<file path="config.mk">
export PLATFORM = sky130hd
export DESIGN_NAME = pls_led_driver
export DESIGN_NICKNAME = d
export VERILOG_FILES = /design/src/common/pls_pkg.sv /design/src/pls_blinker.sv /design/src/pls_led_driver.sv
export VERILOG_INCLUDE_DIRS = /design/src /design/src/common
export SDC_FILE = /design/constraint.sdc
export NUM_CORES = 1
export LEC_CHECK = 0
export ABC_AREA = 1
export BUFFER_PORTS_ARGS = -buffer_cell sky130_fd_sc_hd__buf_2
export CAP_MARGIN = 10
export CORE_AREA = 2 2 88 90
export DETAILED_ROUTE_END_ITERATION = 8
export DIE_AREA = 0 0 90 92
export MAX_ROUTING_LAYER = met4
export PLACE_DENSITY_LB_ADDON = 0.3
export SKIP_CTS_REPAIR_TIMING = 1
export SLEW_MARGIN = 15
export SYNTH_ARGS = -nofsm -noshare
export SYNTH_HDL_FRONTEND = slang
export SYNTH_SLANG_ARGS = --single-unit
</file>
<file path="constraint.sdc">
create_clock -name pclk -period 1.8 [get_ports pclk]
set_clock_uncertainty 0.2 [all_clocks]
set_input_delay 0 -clock pclk [delete_from_list [all_inputs] [get_ports pclk]]
set_output_delay 0 -clock pclk [all_outputs]
set_load 0.005 [all_outputs]
</file>
<file path="src/common/pls_defs.svh">
// Timing counts, register offsets, field positions and reset values for the LED status driver
`ifndef PLS_DEFS_SVH
`define PLS_DEFS_SVH
`define PLS_BLINK_MS 50
`define PLS_CLK_MHZ 250
`define PLS_BLINK_CYCLES (`PLS_BLINK_MS * 1000 * `PLS_CLK_MHZ)
`define PLS_OFF_CTRL 12'h000
`define PLS_OFF_STATUS 12'h004
`define PLS_CTRL_MODE_LSB 0
`define PLS_CTRL_MODE_MSB 1
`define PLS_CTRL_DUPSEL_BIT 4
`define PLS_CTRL_RESET 32'h0000_0001
`endif

</file>
<file path="src/common/pls_pkg.sv">
// Types for the LED status driver
package pls_pkg;
  typedef enum logic [1:0] {
    PLS_MODE_RSVD,
    PLS_MODE_1,
    PLS_MODE_2,
    PLS_MODE_3
  } pls_mode_t;
  typedef enum logic [1:0] {
    PLS_BL_IDLE,
    PLS_BL_ON,
    PLS_BL_OFF
  } pls_blink_t;
endpackage : pls_pkg

</file>
<file path="src/pls_blinker.sv">
// Activity stretcher: a visible on/off blink starts whenever activity is seen while idle
`timescale 1ns/100ps
`default_nettype none
module pls_blinker #(
  parameter int unsigned HALF_CYCLES = 4
) (
  // Clock and reset
  input wire logic pclk,
  input wire logic presetn,
  // Activity in, blink out
  input wire logic act,
  output logic busy,
  output logic dark
);
  pls_pkg::pls_blink_t st_q, st_d;
  logic [31:0] cnt_q, cnt_d;

  // Next state: ON phase then OFF phase, each HALF_CYCLES long
  always_comb begin
    st_d = st_q;
    cnt_d = cnt_q;
    case (st_q)
      pls_pkg::PLS_BL_IDLE: begin
        if (act) begin
          st_d = pls_pkg::PLS_BL_ON;
          cnt_d = 32'h0000_0000;
        end
      end
      pls_pkg::PLS_BL_ON: begin
        if (cnt_q == HALF_CYCLES - 1) begin
          st_d = pls_pkg::PLS_BL_OFF;
          cnt_d = 32'h0000_0000;
        end else begin
          cnt_d = cnt_q + 32'h0000_0001;
        end
      end
      default: begin
        if (cnt_q == HALF_CYCLES - 1) begin
          st_d = pls_pkg::PLS_BL_IDLE;
          cnt_d = 32'h0000_0000;
        end else begin
          cnt_d = cnt_q + 32'h0000_0001;
        end
      end
    endcase
  end

  // State registers
  always_ff @(posedge pclk or negedge presetn) begin
    if (!presetn) begin
      st_q <= pls_pkg::PLS_BL_IDLE;
      cnt_q <= 32'h0000_0000;
    end else begin
      st_q <= st_d;
      cnt_q <= cnt_d;
    end
  end

  assign busy = (st_q != pls_pkg::PLS_BL_IDLE);
  assign dark = (st_q == pls_pkg::PLS_BL_OFF);
endmodule : pls_blinker
`default_nettype wire

</file>
<file path="src/pls_led_driver.sv">
// LED status driver top: pin sync, mode logic, APB registers
`timescale 1ns/100ps
`default_nettype none
`include "pls_defs.svh"
// Functional notes
// Mode 1: link indicator on while link is good, off otherwise.
// Modes 2 and 3: link indicator on with link, blinks on activity.
// Speed indicator on at 100 Mb/s, off at 10 Mb/s, every mode.
// Mode 1: activity/collision indicator on during transmit or receive activity.
// Mode 2: activity/collision indicator shows collision by default.
// Mode 3: a setting picks collision or full duplex for that indicator.
// Activity is stretched into a visible blink of fixed period.
module pls_led_driver #(
  parameter int unsigned BLINK_CYCLES = `PLS_BLINK_CYCLES
) (
  // APB clock and reset
  input wire logic pclk,
  input wire logic presetn,
  // APB slave
  input wire logic psel,
  input wire logic penable,
  input wire logic pwrite,
  input wire logic [11:0] paddr,
  input wire logic [31:0] pwdata,
  output logic [31:0] prdata,
  output logic pready,
  output logic pslverr,
  // Transceiver core status
  input wire logic link_good,
  input wire logic speed_100,
  input wire logic tx_active,
  input wire logic rx_active,
  input wire logic collision,
  input wire logic full_duplex,
  // Indicator outputs, high means on
  output logic link_indicator,
  output logic speed_indicator,
  output logic activity_collision_indicator
);
  ////////////////////////////////////////////////////////////////////////////
  // Input synchronisers
  logic [5:0] s1_q, s2_q;
  always_ff @(posedge pclk or negedge presetn) begin
    if (!presetn) begin
      s1_q <= 6'h00;
      s2_q <= 6'h00;
    end else begin
      s1_q <= {full_duplex, collision, rx_active, tx_active, speed_100, link_good};
      s2_q <= s1_q;
    end
  end
  logic lnk, spd, act, col, fdx;
  assign lnk = s2_q[0];
  assign spd = s2_q[1];
  assign act = s2_q[2] | s2_q[3];
  assign col = s2_q[4];
  assign fdx = s2_q[5];

  ////////////////////////////////////////////////////////////////////////////
  // Registers
  logic [31:0] ctrl_q, ctrl_d;
  logic [31:0] prdata_q, prdata_d;
  logic pready_q, pready_d, pslverr_q, pslverr_d;
  logic [2:0] led_q, led_d;
  logic setup;
  assign setup = psel && !penable;

  // Address match used only for the slverr decode of reads and writes
  function automatic logic is_mapped(input logic [11:0] a);
    return (a == `PLS_OFF_CTRL) || (a == `PLS_OFF_STATUS);
  endfunction : is_mapped

  // APB: answer one cycle after setup, unmapped gives slverr
  always_comb begin
    ctrl_d = ctrl_q;
    prdata_d = prdata_q;
    pready_d = 1'b0;
    pslverr_d = 1'b0;
    if (setup) begin
      pready_d = 1'b1;
      pslverr_d = !is_mapped(paddr);
      prdata_d = 32'h0000_0000;
      if (!pwrite) begin
        if (paddr == `PLS_OFF_CTRL) begin
          prdata_d = ctrl_q;
        end else if (paddr == `PLS_OFF_STATUS) begin
          prdata_d = {24'h00_0000, 2'b00, led_q, fdx, col, lnk};
        end
      end
    end
    if (psel && penable && pready_q && pwrite && paddr == `PLS_OFF_CTRL) begin
      ctrl_d = {27'h000_0000, pwdata[`PLS_CTRL_DUPSEL_BIT], 2'b00,
                pwdata[`PLS_CTRL_MODE_MSB:`PLS_CTRL_MODE_LSB]};
    end
  end

  ////////////////////////////////////////////////////////////////////////////
  // Activity blinker
  logic blink_busy, blink_dark;
  pls_blinker #(.HALF_CYCLES(BLINK_CYCLES)) u_blink (
    .pclk(pclk),
    .presetn(presetn),
    .act(act),
    .busy(blink_busy),
    .dark(blink_dark)
  );

  ////////////////////////////////////////////////////////////////////////////
  // Indicator selection by mode
  pls_pkg::pls_mode_t mode;
  logic dup_sel;
  assign mode = pls_pkg::pls_mode_t'(ctrl_q[`PLS_CTRL_MODE_MSB:`PLS_CTRL_MODE_LSB]);
  assign dup_sel = ctrl_q[`PLS_CTRL_DUPSEL_BIT];

  always_comb begin
    led_d[1] = spd;
    case (mode)
      pls_pkg::PLS_MODE_2: begin
        led_d[0] = lnk && !blink_dark;
        led_d[2] = col;
      end
      pls_pkg::PLS_MODE_3: begin
        led_d[0] = lnk && !blink_dark;
        led_d[2] = dup_sel ? fdx : col;
      end
      default: begin
        led_d[0] = lnk;
        led_d[2] = act || blink_busy;
      end
    endcase
  end

  // Register state and outputs
  always_ff @(posedge pclk or negedge presetn) begin
    if (!presetn) begin
      ctrl_q <= `PLS_CTRL_RESET;
      prdata_q <= 32'h0000_0000;
      pready_q <= 1'b0;
      pslverr_q <= 1'b0;
      led_q <= 3'h0;
    end else begin
      ctrl_q <= ctrl_d;
      prdata_q <= prdata_d;
      pready_q <= pready_d;
      pslverr_q <= pslverr_d;
      led_q <= led_d;
    end
  end

  assign prdata = prdata_q;
  assign pready = pready_q;
  assign pslverr = pslverr_q;
  assign link_indicator = led_q[0];
  assign speed_indicator = led_q[1];
  assign activity_collision_indicator = led_q[2];

  ////////////////////////////////////////////////////////////////////////////
  // Assertions
  logic m1, m2, m3;
  assign m1 = (mode != pls_pkg::PLS_MODE_2) && (mode != pls_pkg::PLS_MODE_3);
  assign m2 = mode == pls_pkg::PLS_MODE_2;
  assign m3 = mode == pls_pkg::PLS_MODE_3;
endmodule : pls_led_driver
`default_nettype wire

</file>
# Word level (Yosys, flattened, before mapping)
# Index checks and enable logic that the tools add are counted.
dict set report word_totals {
  out_inout_bits 37
  ff_bits 86
  inputBits 55
}
dict set report classes {
  reduce_logical 17
  eq_ne 8
  n_addsub 1
  muxes 15
  bitwise_logic 1
}
# cell n
set ops {}
lappend ops {{32-bit two-way mux} 3}
lappend ops {{32-bit by 1-bit adder with 32-bit output (second input constant)} 1}
lappend ops {{32-bit by 24-bit equality test with 1-bit output (second input constant)} 1}
lappend ops {{6-bit two-way mux} 3}
lappend ops {{12-bit by 3-bit equality test with 1-bit output (second input constant)} 1}
lappend ops {{12-bit zero test} 1}
lappend ops {{2-bit equality test (second input constant)} 3}
lappend ops {{1-bit logical AND} 6}
lappend ops {{2-bit two-way mux} 3}
lappend ops {{1-bit two-way mux} 4}
lappend ops {{2-bit one-hot mux with 2 select lines} 1}
lappend ops {{2-bit nonzero test} 2}
lappend ops {{1-bit zero test} 3}
lappend ops {{3-bit AND reduction} 1}
lappend ops {{2-bit by 1-bit equality test with 1-bit output (second input constant)} 1}
lappend ops {{2-bit zero test} 1}
lappend ops {{1-bit logical OR} 2}
lappend ops {{2-bit by 1-bit != test with 1-bit output (second input constant)} 1}
lappend ops {{2-bit != test (second input constant)} 1}
lappend ops {{1-bit one-hot mux with 2 select lines} 1}
lappend ops {{2-bit OR reduction} 1}
lappend ops {{1-bit OR} 1}

# Longest topological paths before layout
dict set report depth {
  word_depth 4
  depth_mapped 10
  mapped_depth_nobuf 10
}

# Hierarchy
# From an unflattened synthesis, not the netlist that was laid out.
dict set report hier_totals {
  hier_cells 499
  hier_area_um2 3719.8
}
# mod cells_each seq_area_each_um2 n_inst area_per_inst_um2
set modules_own_cells {}
lappend modules_own_cells {pls_blinker 375 850.8 1 2468.6}
lappend modules_own_cells {pls_led_driver 124 651.9 1 1251.2}

# Worst setup path after synthesis
# OpenSTA, ideal clock, no wires.
dict set report synth_timing {
  kind {reg-to-reg}
  startpoint {register u_blink.cnt_q[0]}
  endpoint {register u_blink.st_q[0]}
  path_stages_with_launch 10
  required_time_ns 1.468
  arrival_ns 1.287
  n_path_buf 1
  slack_ns 0.181
  path_cell_list {dfrtp_1 -> ha_1 -> nand3_1 -> nor2_1 -> nand2_1 -> nor2_2 -> nor2_2 -> buf_6 -> nand2_1 -> o21ai_1}
}
dict set report synth_between {
  elab_chain_len 3
}
# element line_no
set synth_lines {}
lappend synth_lines {{start, declared} pls_blinker.sv:16} ;# logic [31:0] cnt_q, cnt_d;
lappend synth_lines {{start signal, assigned} pls_blinker.sv:55} ;# cnt_q <= cnt_d;
lappend synth_lines {{32-bit by 24-bit equality test with 1-bit output (*)} {pls_blinker.sv:30, pls_blinker.sv:38}}
lappend synth_lines {{2-bit by 1-bit != test with 1-bit output (no source line) or 2-bit nonzero test (tied branches)} n/a}
lappend synth_lines {{3-bit AND reduction (no source line) (*)} n/a}
lappend synth_lines {{end signal, assigned} pls_blinker.sv:51} ;# st_q <= pls_pkg::PLS_BL_IDLE;
lappend synth_lines {{end signal, assigned} pls_blinker.sv:54} ;# st_q <= st_d;
lappend synth_lines {{end, declared} pls_blinker.sv:15} ;# pls_pkg::pls_blink_t st_q, st_d;
# Mark *: on every way between the ends. The rest lies on a longest branch, timed or not.
# A chain may end at the register's enable or synchronous reset.

# Worst setup path after layout
dict set report layout_timing {
  startpoint {register u_blink.cnt_q[25]}
  endpoint {register u_blink.cnt_q[8]}
}
dict set report layout_between {
  elab_chain_len 3
}
# element line_no
set layout_lines {}
lappend layout_lines {{32-bit by 24-bit equality test with 1-bit output} {pls_blinker.sv:30, pls_blinker.sv:38}}
lappend layout_lines {{32-bit two-way mux} {pls_blinker.sv:30, pls_blinker.sv:38}}
lappend layout_lines {{32-bit two-way mux} n/a}
# Every way passes these cells.

==> results.md <==
* Hold Path Depth at 5
* # IOs at 92
* Max Transition Viols Final at 0
* Endpoint type of the worst setup path: flip-flop
* Routed wire length at 8.562 mm
* WL/cell at 12.59 microns
* Die height at 92 microns
* Library cells used by synthesis at 34
* Largest net degree at the start of global routing at 61
* Final Hold Vio Count at 15
* MaxCap Viol Count at 0
* Cell row count at 32
* Nets@finish at 629
* Grt total ovfl at 0
* Drt first pass iters at 5
* Status: finished, violations left
* Register bit total from synthesis at 60
* Core Area at 7447 sq um
* Worst r2r path cells at 9
* Ranking of synthesized cells by area: dfrtp_1, nand2_1, nor2_1, buf_4, nand3_1
* CTS H-Tree Depth at 3
* Power per standard cell area at 823.8 nW/um^2
* Post-synth EDFFs at 0
* Flop-to-flop setup slack at 0.08 ns
* Vias in the first global route at 2918
* Top-area cell type share of the netlist area at 0.4164
* Post-synthesis sequential area ratio at 0.4238
* Worst-path clk slew at 0.07 ns
* Global-route wire length before repair at 13.61 mm
* RSZ-0062 raised after global routing: true
* Placed cells at 637
* Largest area contributor in the netlist: dfrtp_1
* CTS tree: yes
* Dpl ws at -0.1240 ns
* Leak at 2.140 nW
* Post-route minimum period at 1.723 ns
* Top post-synthesis cells by count: nand2_1, nor2_1, dfrtp_1, inv_1, nand3_1
* Cts bufs inserted at 9
* Max Freq at 580.4 MHz
* Share of layout cells above drive strength 1 at 0.2232
* Clock Tree Buf Depth at 2
* Port bufs at 36
* Routed vias at 3257
* Type of the worst setup path: reg2reg
* Most numerous cell in the Yosys netlist: nand2_1
* Ant. Diodes at 0
* Worst hold path class: in2reg
* Fin crit share at 0.9571
* Routed Antenna Nets at 0
* Initial drt markers at 162
* Critical Path AT at 1.75 ns
* Aggregate global-route resource usage at 0.2177
* Avg Inst Size Synth at 7.266 sq um
* Post-synth ARST share at 1.000
* Critical path startpoint category: flip-flop
* Mapped cell area at 3546 sq um
* Yosys Warn Count at 0
* Initial antenna violation count at 0
* Cells after Synth at 488
* DP HPWL at 6.100 mm
* Post-route DRC at 0
* Critical Path Fanout Max at 11
* Synth Flop Type: dfrtp_1
* Area growth syn-to-layout at 25.09%
* Final worst slack at 0.07714 ns
* Worst EP required at 1.83 ns
* Initial Util at 0.4761
* Width of the die at 90 microns
* Via density at 4.790
* GPL Wtd Cong at 0.9420
* Worst-skew pair later-pin latency at 0.35 ns
* CTS Root Cell: clkbuf_8
* Final setup vio count at 0
* Failing checks: hold timing
* Worst VDD drop at 0.5841 mV
* Post-Layout Cell Count at 680
* Area of the die at 8280 sq um
* Fin Hold WS at -0.05430 ns
* Clk sink count at 60
## placed cells by master, fill, tap and decap left out, types with 7 or more instances in the layout
master,Yosys,routed
o21ai_0,19,19
nor2_1,69,61
dfrtp_2,0,7
nor2_4,5,9
dlygate4sd3_1,0,22
nand2_2,4,7
buf_4,28,21
clkbuf_8,0,9
dfrtp_1,59,52
nand2_1,155,152
nand3_1,40,39
xor2_1,8,8
inv_1,43,43
conb_1,1,26
buf_2,1,36
nor2_2,10,14
## metal layers
layer  vias up  GRT usage  routed length (microns)
li1       1654          -                        -
met1      1489     0.2706                     4042
met3        23    0.03944                      410
met5         -          -                        0
met2        91     0.3409                     3820
met4         0     0.1167                      289
## power by group
part	switching (mW)	total, mW	internal (mW)
Combinational	0.399	0.698	0.299
Clock	0.579	1.36	0.785
Sequential	0.123	1.59	1.47
## stage by stage
step | hold WS [ns] | util | setup TNS (ns) | area (sq um) | total power, mW
after floorplan | -0.4956 | - | 0 | 3640 | 1.989
after global placement | -0.1641 | 0.5185 | -0.1582 | 3861 | 2.134
after detailed placement | -0.1633 | 0.5185 | -0.9976 | 3861 | 2.158
after CTS | -0.5442 | 0.5484 | -1.286 | 4084 | 3.524
after global routing | 0.02349 | 0.5956 | -0.04333 | 4436 | 3.846
final | -0.05430 | 0.5956 | 0 | 4436 | 3.654
## kinds of logic after synthesis
| logic type | share of synthesized area |
|---|---|
| flops | 0.4238 |
| compound gates | 0.04834 |
| other cells | 0.001058 |
| simple gates | 0.3758 |
| buf+inv | 0.1178 |
| xor+xnor | 0.02964 |
| fa+ha+maj | 0.003528 |
## registers in the layout (all words and copies together), names as in the netlist
name           flops
ctrl_q             3
led_q              3
prdata             6
pready             1
pslverr            1
s1_q               6
s2_q               6
u_blink.cnt_q     32
u_blink.st_q       2
## worst max-delay path, stage by stage, from the launching register on
cell and delay (ns):
dfrtp_2 0.45, nor2_1 0.13, nand2_1 0.08, nor2_2 0.13, nand2_2 0.11, nor2_4 0.13, nor2_4 0.05, buf_12 0.15
nor2_4 0.12, nor2_1 0.06
## final timing paths
| check | start | end |
|---|---|---|
| setup / recovery | u_blink.cnt_q[25]$_DFFE_PN0P_ | u_blink.cnt_q[8]$_DFFE_PN0P_ |
| hold / removal | paddr[2] | prdata[2]$_DFFE_PN0P_ |
| setup reg to reg | u_blink.cnt_q[25]$_DFFE_PN0P_ | u_blink.cnt_q[8]$_DFFE_PN0P_ |
| hold reg to reg | s2_q[1]$_DFF_PN0_ | led_q[1]$_DFF_PN0_ |
| max in group asynchronous | presetn | ctrl_q[0]$_DFFE_PN1P_ |
| min in group asynchronous | presetn | prdata[1]$_DFFE_PN0P_ |
## final cells by class
type                    count  area [sq um]
clock buffers               9         123.9
clock inverters             7         98.84
fillers                   680          3012
inverters                  49         183.9
multi-input cells         372          1792
flip-flops and latches     60          1511
well taps                 102         127.6
repair buffers             81         598.1
Note: power is estimated with default switching activity, not from simulation.
